[config.mk]
export PLATFORM = sky130hd
export DESIGN_NAME = compact_timer
export DESIGN_NICKNAME = d
export VERILOG_FILES = /design/src/common/ctm_pkg.sv /design/src/core/compact_timer.sv
export VERILOG_INCLUDE_DIRS = /design/src /design/src/common
export SDC_FILE = /design/constraint.sdc
export NUM_CORES = 1
export LEC_CHECK = 0
export BUFFER_PORTS_ARGS = -buffer_cell sky130_fd_sc_hd__buf_2
export CORE_MARGIN = 5
export CORE_UTILIZATION = 50
export CTS_BUF_LIST = sky130_fd_sc_hd__clkbuf_4
export DETAILED_ROUTE_END_ITERATION = 7
export GPL_TIMING_DRIVEN = 0
export PLACE_DENSITY = 0.73
export SLEW_MARGIN = 20
export SYNTH_ARGS = -nofsm -noshare
export SYNTH_HDL_FRONTEND = slang
export SYNTH_SLANG_ARGS = --single-unit
[constraint.sdc]
create_clock -name clk_sys -period 4.1 [get_ports clk_sys]
set_input_delay 0.205 -clock clk_sys [delete_from_list [all_inputs] [get_ports clk_sys]]
set_output_delay 0.205 -clock clk_sys [all_outputs]
set_load 0.05 [all_outputs]
[src/common/ctm_map.svh]
// register offsets, field positions, reset values and timing constants of the compact timer
// assumes a 32-bit ahb-lite slave with one register per aligned word
`ifndef CTM_MAP_SVH
`define CTM_MAP_SVH

`define CTM_OFF_CTRL0 12'h000
`define CTM_OFF_CTRL1 12'h004
`define CTM_OFF_CNT_LO 12'h008
`define CTM_OFF_CNT_HI 12'h00c
`define CTM_OFF_CMPA_LO 12'h010
`define CTM_OFF_CMPA_HI 12'h014
`define CTM_OFF_FLAGS 12'h018
`define CTM_OFF_TICK 12'h01c

// ctrl0 fields
`define CTM_C0_PAUSE 7
`define CTM_C0_ENABLE 3
`define CTM_C0_PERIOD_LSB 0
// ctrl1 fields
`define CTM_C1_MODE_LSB 6
`define CTM_C1_FUNC_LSB 4
`define CTM_C1_OCTRL 3
`define CTM_C1_POL 2
`define CTM_C1_DPX 1
`define CTM_C1_CLR 0
// flags fields
`define CTM_FL_A 0
`define CTM_FL_P 1

`define CTM_RST_BYTE 8'h00
`define CTM_RST_TICK 16'h0000
`define CTM_PERIOD_SHIFT 7
`define CTM_CNT_MAX 10'h3ff

`endif

[src/common/ctm_pkg.sv]
// types shared by the compact timer and its bench
// assumes ctm_map.svh supplies the register offsets and field positions; the mode and function encodings are set here
package ctm_pkg;

    typedef enum logic [1:0] {
        MODE_COMPARE = 2'b00,
        MODE_UNDEF = 2'b01,
        MODE_PWM = 2'b10,
        MODE_TIMER = 2'b11
    } mode_t;

    typedef enum logic [1:0] {
        FUNC_NONE = 2'b00,
        FUNC_LOW = 2'b01,
        FUNC_HIGH = 2'b10,
        FUNC_TOGGLE = 2'b11
    } func_t;

    typedef struct packed {
        logic [31:0] haddr;
        logic [1:0] htrans;
        logic hwrite;
        logic [2:0] hsize;
        logic hsel;
        logic hready;
    } ahb_req_t;

    typedef struct packed {
        logic [31:0] hrdata;
        logic hreadyout;
        logic hresp;
    } ahb_rsp_t;

    typedef struct packed {
        logic pin_out;
        logic pin_oe;
    } pin_t;

    typedef struct packed {
        logic [7:0] ctrl0;
        logic [7:0] ctrl1;
        logic [7:0] cmpa_lo;
        logic [1:0] cmpa_hi;
        logic flag_a;
        logic flag_p;
        logic [15:0] tick_div;
        logic [15:0] div_cnt;
        logic [9:0] count;
        logic enable_d;
        logic level;
        logic wr_pend;
        logic [11:0] wr_addr;
    } state_t;

endpackage

[src/core/compact_timer.sv]
// compact 10-bit timer: compare match, timer/counter and pwm modes behind an ahb-lite slave
// assumes a single clock domain; the timer clock is a programmable divider of clk_sys
//
// The address map and the AHB-Lite slave port were decided locally.
`timescale 1ns/1ns
`include "ctm_map.svh"

module compact_timer
    import ctm_pkg::*;
(
    // clock and reset
    input wire logic clk_sys,
    input wire logic rst_n,
    // ahb-lite slave
    input wire ctm_pkg::ahb_req_t ahb_req,
    input wire logic [31:0] hwdata,
    output ctm_pkg::ahb_rsp_t ahb_rsp,
    // timer output pin
    output ctm_pkg::pin_t pin
);
    import ctm_pkg::*;

    // ---------------------------------------------------------------
    // helpers
    // ---------------------------------------------------------------
    // period/duty in timer clocks from the 3-bit period value
    function automatic logic [10:0] p_clocks(input logic [2:0] p);
        p_clocks = (p == 3'd0) ? 11'd1024 : {1'b0, p, 7'd0};
    endfunction

    function automatic logic [7:0] reg_read(input state_t s, input logic [11:0] a);
        case (a)
            `CTM_OFF_CTRL0: reg_read = s.ctrl0;
            `CTM_OFF_CTRL1: reg_read = s.ctrl1;
            `CTM_OFF_CNT_LO: reg_read = s.count[7:0];
            `CTM_OFF_CNT_HI: reg_read = {6'h00, s.count[9:8]};
            `CTM_OFF_CMPA_LO: reg_read = s.cmpa_lo;
            `CTM_OFF_CMPA_HI: reg_read = {6'h00, s.cmpa_hi};
            `CTM_OFF_FLAGS: reg_read = {6'h00, s.flag_p, s.flag_a};
            default: reg_read = 8'h00;
        endcase
    endfunction

    // ---------------------------------------------------------------
    // state
    // ---------------------------------------------------------------
    state_t st_r;
    state_t st_nxt;

    logic wr_take;
    logic rd_take;
    logic [31:0] rdata_r;
    logic [31:0] rdata_nxt;

    mode_t mode;
    func_t func;
    logic enable;
    logic pause;
    logic clr_sel;
    logic dpx;
    logic octrl;
    logic pol;
    logic [2:0] period_v;
    logic [9:0] cmpa_v;
    logic tick;
    logic run;
    logic match_a;
    logic match_p;
    logic p_clear;
    logic a_clear;
    logic do_clear;
    logic set_a;
    logic set_p;
    logic [10:0] pwm_period;
    logic [10:0] pwm_duty;
    logic pwm_active;
    logic pwm_level;
    logic pin_raw;
    logic [7:0] wbyte;

    always_comb begin
        mode = mode_t'(st_r.ctrl1[`CTM_C1_MODE_LSB +: 2]);
        func = func_t'(st_r.ctrl1[`CTM_C1_FUNC_LSB +: 2]);
        enable = st_r.ctrl0[`CTM_C0_ENABLE];
        pause = st_r.ctrl0[`CTM_C0_PAUSE];
        period_v = st_r.ctrl0[`CTM_C0_PERIOD_LSB +: 3];
        clr_sel = st_r.ctrl1[`CTM_C1_CLR];
        dpx = st_r.ctrl1[`CTM_C1_DPX];
        octrl = st_r.ctrl1[`CTM_C1_OCTRL];
        pol = st_r.ctrl1[`CTM_C1_POL];
        cmpa_v = {st_r.cmpa_hi, st_r.cmpa_lo};
    end

    // ---------------------------------------------------------------
    // counter and comparators
    // ---------------------------------------------------------------
    always_comb begin
        tick = (st_r.div_cnt >= st_r.tick_div);
        run = enable && !pause && tick;
        // comparator p matches when the top three counter bits plus one equal the period value and the low seven bits are all ones
        p_clear = (st_r.count[9:7] + 3'd1 == period_v) && (st_r.count[6:0] == 7'h7f);
        a_clear = (st_r.count + 10'd1 == cmpa_v);
        // a match is the count that would reach the compare value, so a clear on it still flags
        match_p = run && (period_v != 3'd0) && p_clear;
        match_a = run && (cmpa_v != 10'd0) && a_clear;
        pwm_period = dpx ? {1'b0, cmpa_v} : p_clocks(period_v);
        pwm_duty = dpx ? p_clocks(period_v) : {1'b0, cmpa_v};
        // clear happens on the clock that would reach the match value so the match state lasts one count
        if (mode == MODE_PWM) begin
            if (dpx) begin
                do_clear = (cmpa_v != 10'd0) && a_clear;
            end else begin
                do_clear = (period_v != 3'd0) && p_clear;
            end
        end else if (clr_sel) begin
            do_clear = (cmpa_v != 10'd0) && a_clear;
        end else begin
            do_clear = (period_v != 3'd0) && p_clear;
        end
        set_a = match_a;
        set_p = match_p && ((mode == MODE_PWM) || !clr_sel);
        pwm_active = ({1'b0, st_r.count} < pwm_duty) || (pwm_duty >= pwm_period);
        pwm_level = pwm_active ? octrl : !octrl;
    end

    // ---------------------------------------------------------------
    // bus decode
    // ---------------------------------------------------------------
    always_comb begin
        wr_take = ahb_req.hsel && ahb_req.hready && ahb_req.htrans[1] && ahb_req.hwrite;
        rd_take = ahb_req.hsel && ahb_req.hready && ahb_req.htrans[1] && !ahb_req.hwrite;
        wbyte = hwdata[7:0];
        rdata_nxt = rd_take ? {24'h000000, reg_read(st_r, ahb_req.haddr[11:0])} : 32'h00000000;
        if (rd_take && ahb_req.haddr[11:0] == `CTM_OFF_TICK) begin
            rdata_nxt = {16'h0000, st_r.tick_div};
        end
    end

    // ---------------------------------------------------------------
    // next state
    // ---------------------------------------------------------------
    always_comb begin
        st_nxt = st_r;
        st_nxt.wr_pend = wr_take;
        st_nxt.wr_addr = ahb_req.haddr[11:0];
        st_nxt.enable_d = enable;
        st_nxt.div_cnt = (tick || !enable) ? 16'h0000 : st_r.div_cnt + 16'h0001;
        if (enable && !st_r.enable_d) begin
            st_nxt.count = 10'd0;
            st_nxt.level = octrl;
        end else if (run) begin
            st_nxt.count = do_clear ? 10'd0 : st_r.count + 10'd1;
            if (match_a && (mode == MODE_COMPARE || mode == MODE_TIMER)) begin
                unique case (func)
                    FUNC_NONE: st_nxt.level = st_r.level;
                    FUNC_LOW: st_nxt.level = 1'b0;
                    FUNC_HIGH: st_nxt.level = 1'b1;
                    FUNC_TOGGLE: st_nxt.level = !st_r.level;
                endcase
            end
        end
        // software clears flags by writing one; a hardware set in the same cycle wins
        if (st_r.wr_pend) begin
            unique case (st_r.wr_addr)
                `CTM_OFF_CTRL0: st_nxt.ctrl0 = wbyte;
                `CTM_OFF_CTRL1: st_nxt.ctrl1 = wbyte;
                `CTM_OFF_CMPA_LO: st_nxt.cmpa_lo = wbyte;
                `CTM_OFF_CMPA_HI: st_nxt.cmpa_hi = wbyte[1:0];
                `CTM_OFF_FLAGS: begin
                    if (wbyte[`CTM_FL_A]) st_nxt.flag_a = 1'b0;
                    if (wbyte[`CTM_FL_P]) st_nxt.flag_p = 1'b0;
                end
                `CTM_OFF_TICK: st_nxt.tick_div = hwdata[15:0];
                default: st_nxt.ctrl0 = st_r.ctrl0;
            endcase
        end
        if (set_a) st_nxt.flag_a = 1'b1;
        if (set_p) st_nxt.flag_p = 1'b1;
    end

    always_ff @(posedge clk_sys or negedge rst_n) begin
        if (!rst_n) begin
            st_r <= '0;
            rdata_r <= 32'h00000000;
        end else begin
            st_r <= st_nxt;
            rdata_r <= rdata_nxt;
        end
    end

    // ---------------------------------------------------------------
    // outputs
    // ---------------------------------------------------------------
    always_comb begin
        unique case (func)
            FUNC_NONE: pin_raw = !octrl;
            FUNC_LOW: pin_raw = octrl;
            default: pin_raw = pwm_level;
        endcase
        if (mode != MODE_PWM) begin
            pin_raw = st_r.level;
        end
        ahb_rsp.hrdata = rdata_r;
        ahb_rsp.hreadyout = 1'b1;
        ahb_rsp.hresp = 1'b0;
        pin.pin_out = pin_raw ^ pol;
        pin.pin_oe = (mode == MODE_COMPARE) || (mode == MODE_PWM);
    end

endmodule // compact_timer

==> impl_metrics.json, run 1 <==
{
  "status": "completed",
  "initial_utilization_pct": 51.5,
  "root_buffer": "clkbuf_4",
  "vias": 4714,
  "dpl.hpwl_mm": 10.5,
  "path_max_fanout": 10,
  "grt_max_degree": 61,
  "critPathKind": "reg -> out",
  "numPortBuffers": 51,
  "overflow": 0,
  "synthArstFlopShare_pct": 100,
  "yosys.area.top_type": "dfrtp_1",
  "slew_violations": 0,
  "grt_use_total_pct": 22.0,
  "wl_mm": 14.1,
  "finClkSkew_ps": 23.7,
  "cp.required_ps": 3890,
  "postCtsSetupRepairBufs": 0,
  "cp-start-kind": "flop",
  "die_height_um": 116,
  "cts_tree": "done",
  "cts_made_buffers": 9,
  "synth_ff_type": "dfrtp_1",
  "slew_headroom_pct": 28.5,
  "cts_sinks": 101,
  "rsz0062_at_grt": "no",
  "period_share_pct": 92.2,
  "routedWlPerCell_um": 17.0,
  "place_congestion": 0.936,
  "syn_to_final_growth_pct": 17.3,
  "grt_pass1_vias": 4707,
  "drive_gt1_share_pct": 18.6,
  "drt_pass1_iterations": 6,
  "core_area_um2": 10900,
  "fin_nets": 788,
  "fmax_mhz": 264,
  "cts.path.max_buffers": 2,
  "nFillCells": 914,
  "cp.arrival_ps": 3580,
  "ys_seq_area_share_pct": 44.8,
  "synth.cell_area_um2": 5640,
  "vias_per_cell": 5.69,
  "ant_nets": 0,
  "synth-edff-count": 0,
  "worst-slew-pin-transition_ps": 1070,
  "die_w_um": 116,
  "total_power_uw": 1720,
  "synth.avg_cell_area_um2": 9.82,
  "reg2reg_slack_ps": 660,
  "design_area_um2": 6610,
  "dieArea_um2": 13500,
  "grt_pass1_wl_mm": 23.0,
  "period_needed_ps": 3780,
  "yosysWarningCount": 0,
  "rows": 38,
  "setup_viol": 0,
  "yosysUniqueCellTypes": 56,
  "p_leak_uw": 0.00309,
  "drc_errors": 0,
  "dpl_cell_area_um2": 6170,
  "ys_top_cells_by_area": "dfrtp_1 (45%), ha_1 (7.1%), mux2_2 (5.8%)",
  "cp-end-kind": "output port",
  "cellPowerDensity_nw_per_um2": 260,
  "insertion_delay_ps": 480,
  "ios": 110,
  "dr.first_iter.drc_count": 416,
  "cap_violations": 0,
  "synth_top_area_share_pct": 44.8,
  "hold_viol_final": 0,
  "irDropWorstVdd_uv": 403,
  "htree_levels": 3,
  "antenna_found_initial": 1,
  "synth_cells": 574,
  "final.setup.tns_ps": 0,
  "clk_pin_slew_ps": 160,
  "ys_ff_latch": 101,
  "min_path_type": "in -> reg"
}
-- report_power, final --
| group | total (µW) | switching [µW] | leakage [µW] | internal, µW |
|---|---|---|---|---|
| Clock | 531 | 340 | 0.0000704 | 192 |
| Combinational | 171 | 106 | 0.00174 | 65.1 |
| Sequential | 1020 | 8.30 | 0.00128 | 1010 |
| Total | 1720 | 454 | 0.00309 | 1260 |
-- layer usage --
layer | up-vias | global-route usage (%) | wire, µm
met2 | 182 | 35.3 | 6470
met3 | 29 | 4.56 | 1000
met4 | 0 | 6.96 | 320
met1 | 2269 | 30.1 | 6300
met5 | - | 0 | 0
li1 | 2234 | - | -
-- worst paths after layout --
check / from / end / cells past startpoint
max: dpx / pin[1] / 12
min: hwdata[1] / st_r[42] / 3
max reg2reg: st_r[36] / st_r[21] / 9
min reg2reg: st_r[58] / st_r[58] / 2
max in group asynchronous: rst_n / st_r[6] / 3
min in group asynchronous: rst_n / st_r[34] / 2
-- placed cells by master, fill, tap and decap left out, types with 16 or more instances in the layout --
master and count:
mux2_2 29, dlygate4sd3_1 29, nor3_1 16, xnor2_1 17
clkbuf_1 20, a21oi_1 25, ha_1 32, nand2_1 50
inv_1 27, dfrtp_1 101, buf_4 18, nor2_1 41
o21ai_0 31, buf_2 52, nand3_1 22, conb_1 18
-- per-stage QoR --
step	cells	util [%]	worst slack [ps]	hold slack (ps)
global placement	781	56.0	822	329
floorplan	590	-	1110	-90.6
CTS	827	60.3	188	6.30
finish	828	60.4	318	31.9
detailed placement	782	56.4	768	148
global route	828	60.4	66.1	5.64
-- cells in the mapped netlist, drive strengths merged, types with 4 or more instances --
cell type	instances
dfrtp	101
nand2	50
nor2	41
ha	32
o21ai	31
mux2	29
inv	27
a21oi	25
nand3	23
buf	22
clkbuf	20
nor3	18
xnor2	17
nand2b	14
xor2	12
and3	9
a22oi	7
a31oi	7
mux2i	7
nor3b	7
a222oi	6
nand3b	6
a211oi	5
nor4	5
a21o	4
o211ai	4
-- sequential cells by signal, indices dropped and copies added, names as in the netlist --
signal and cells:
st_r 62, rdata_r 16, cmpa_v 10, period_v 3, func 2, mode 2, clr_sel 1, dpx 1
enable 1, octrl 1, pause 1, pol 1
-- critical path: stages, from the launching register on --
cell,delay [ps]
dfrtp_1,380
clkbuf_1,360
clkbuf_2,330
mux2i_1,230
ha_1,270
o21ai_0,160
o21ai_0,110
o21ai_0,170
nand3b_1,100
a221oi_1,360
o2111ai_1,170
nand3b_1,160
buf_2,280
-- cell type report --
type	count	area [µm²]	share of cell area, %
Timing Repair Buffer	81	579	8.77
Multi-Input combinational cell	420	2850	43.1
Clock inverter	6	62.6	0.947
Buffer	42	236	3.58
Inverter	27	101	1.53
Clock buffer	10	75.1	1.14
Antenna cell	1	2.50	0.0379
Sequential cell	101	2530	38.3
Tap cell	140	175	2.65
-- cells by family after synthesis --
| group | after synthesis | synth area share (%) |
|---|---|---|
| AOI/OAI and AO/OA | 112 | 13.1 |
| xor gates and xnor gates | 29 | 4.51 |
| adders and majority gates | 32 | 7.10 |
| buffers and inverters | 69 | 5.97 |
| DFF | 101 | 44.8 |
| muxes | 36 | 7.04 |
| other | 2 | 0.133 |
| and+or+nand+nor | 193 | 17.3 |
-- what timing repair did --
item,4_1_cts,5_1_grt
hold endpoints to repair,89,0
setup endpoints to repair,0,1
hold buffers,29,0
resized for setup,0,1
Power figures use the tool's default switching activity.
==> inputs of run 2 (changes only) <==
GPL_TIMING_DRIVEN = unset   (was 0)
SKIP_CTS_REPAIR_TIMING = 1   (was unset)
==> run 2 against run 1 <==
Final area is 4.3% lower; sequential cell count did not move; the run now ends with hold timing left; hold slack worse by 33 ps; global-route usage is 1.8 points lower.
==> impl_metrics.json, run 2 (synthesized netlist as in run 1, its figures left out) <==
{
  "cp-end-kind": "output port",
  "numPortBuffers": 51,
  "p_leak_uw": 0.00294,
  "min_path_type": "in -> reg",
  "layout_commonest_cell": "dfrtp_1",
  "wl_mm": 13.3,
  "clk_pin_slew_ps": 150,
  "crit_end": "pin[1]",
  "dpl_cell_area_um2": 5930,
  "cts_made_buffers": 9,
  "vias": 4539,
  "critPathKind": "reg -> out",
  "htree_levels": 3,
  "hold_slack_ps": -1.52,
  "dpl.hpwl_mm": 9.61,
  "worstHoldStart": "hwdata[7]",
  "cp_num_cells": 10,
  "cts.path.max_buffers": 2,
  "total_power_uw": 1700,
  "crit_slowest_cell": "dfrtp_1",
  "rr_startpoint": "st_r[17]",
  "grt_max_degree": 83,
  "antenna_found_initial": 1,
  "grt_pass1_vias": 4229,
  "final.setup.tns_ps": 0,
  "ios": 110,
  "largest_reg_flops": 62,
  "syn_to_final_growth_pct": 12.2,
  "dr.first_iter.drc_count": 419,
  "initial_utilization_pct": 51.5,
  "cp.arrival_ps": 3480,
  "rows": 38,
  "path_max_fanout": 20,
  "grt_pass1_wl_mm": 21.1,
  "routedWlPerCell_um": 17.0,
  "cap_violations": 0,
  "finClkSkew_ps": 16.3,
  "ff2ff_path_depth": 7,
  "setup_viol": 0,
  "cp.required_ps": 3890,
  "overflow": 0,
  "path_delay_family": "flip-flops",
  "status": "finished with violations",
  "fmax_mhz": 272,
  "root_buffer": "clkbuf_4",
  "crit_buf_inv": 1,
  "fin_nets": 745,
  "stdcell_count": 785,
  "reg2reg_slack_ps": 780,
  "vias_per_cell": 5.78,
  "worstSetupStartpoint": "dpx",
  "cp-start-kind": "flop",
  "place_congestion": 0.941,
  "cellPowerDensity_nw_per_um2": 270,
  "cts_sinks": 101,
  "core_area_um2": 10900,
  "layout_common_cells": "dfrtp_1 (101), nand2_1 (50), buf_2 (50)",
  "violations": "hold timing",
  "design_area_um2": 6320,
  "worst-slew-pin-transition_ps": 1160,
  "ant_nets": 0,
  "hold_viol_final": 1,
  "irDropWorstVdd_uv": 198,
  "insertion_delay_ps": 480,
  "dieArea_um2": 13500,
  "die_height_um": 116,
  "r2r-end": "st_r[13]",
  "period_needed_ps": 3680,
  "drt_pass1_iterations": 7,
  "slew_violations": 0,
  "rsz0062_at_grt": "no",
  "period_share_pct": 89.8,
  "largest_register": "st_r",
  "place_inst": 744,
  "drive_gt1_share_pct": 16.8,
  "slew_headroom_pct": 21.9,
  "die_w_um": 116,
  "grt_use_total_pct": 20.1,
  "cts_tree": "done",
  "cp_slowest_stage_delay_ps": 780,
  "crit_path_cell_trace": "mux2_2 > ha_1 > nor3_1 > o21ai_0 > o21ai_0 > nand3b_1 > a221oi_1 > o2111ai_1 > nand3b_1 > buf_2",
  "drc_errors": 0
}
## run 2: cell types whose count changed in the layout (fill, tap and decap cells not counted), moves of 2 or more
cell,delta
clkbuf_1,-20
buf_4,-13
dlygate4sd3_1,-5
buf_2,-2
inv_6,+2
nor3_1,+2
nor3_2,-2
## run 2: worst register-to-register path: stages, from the launching register on
cell and delay, ps:
dfrtp_1 540, and3_1 410, nand3_2 130, o31a_1 350, or4_1 520, or4b_4 550
or4_1 530, a31o_1 230
## run 2: final cells by class
cell class                 count  area, µm²
fill                         950       4610
multi-input combinational    420       2830
sequential                   101       2530
timing repair buffer          80        539
tap                          140        175
inverter                      27        101
clock buffer                  10       75.1
clock inverter                 6       68.8
antenna                        1       2.50
## run 2: metrics by stage
stage / hold WS [ps] / setup slack, ps / util, %
floorplan: -90.6 / 1110 / -
global placement: 329 / 833 / 54.2
detailed placement: 333 / 800 / 54.2
CTS: -200 / 419 / 55.5
global route: 8.85 / 197 / 57.8
finish: -1.52 / 418 / 57.8
## run 2: worst min path at each step
stage / end / slack (ps) / depth (start not counted)
after global placement: st_r[1] / 330 / 1
after CTS: st_r[1] / -200 / 1
after floorplan: clr_sel / -90 / 0
after global routing: cmpa_v[4] / 9 / 2
final: st_r[48] / -2 / 3
after detailed placement: st_r[1] / 330 / 1
## run 2: layer usage
layer,GRT usage [%],up-vias,wire length (µm)
li1,-,2144,-
met1,29.6,2201,6000
met2,29.6,170,5980
met3,3.01,24,1030
met4,8.89,0,334
met5,0,-,0
## run 2: power breakdown
part	switching, µW	internal, µW
clock	344	199
sequential	11.5	1010
combinational	96.6	46.7
total	453	1250
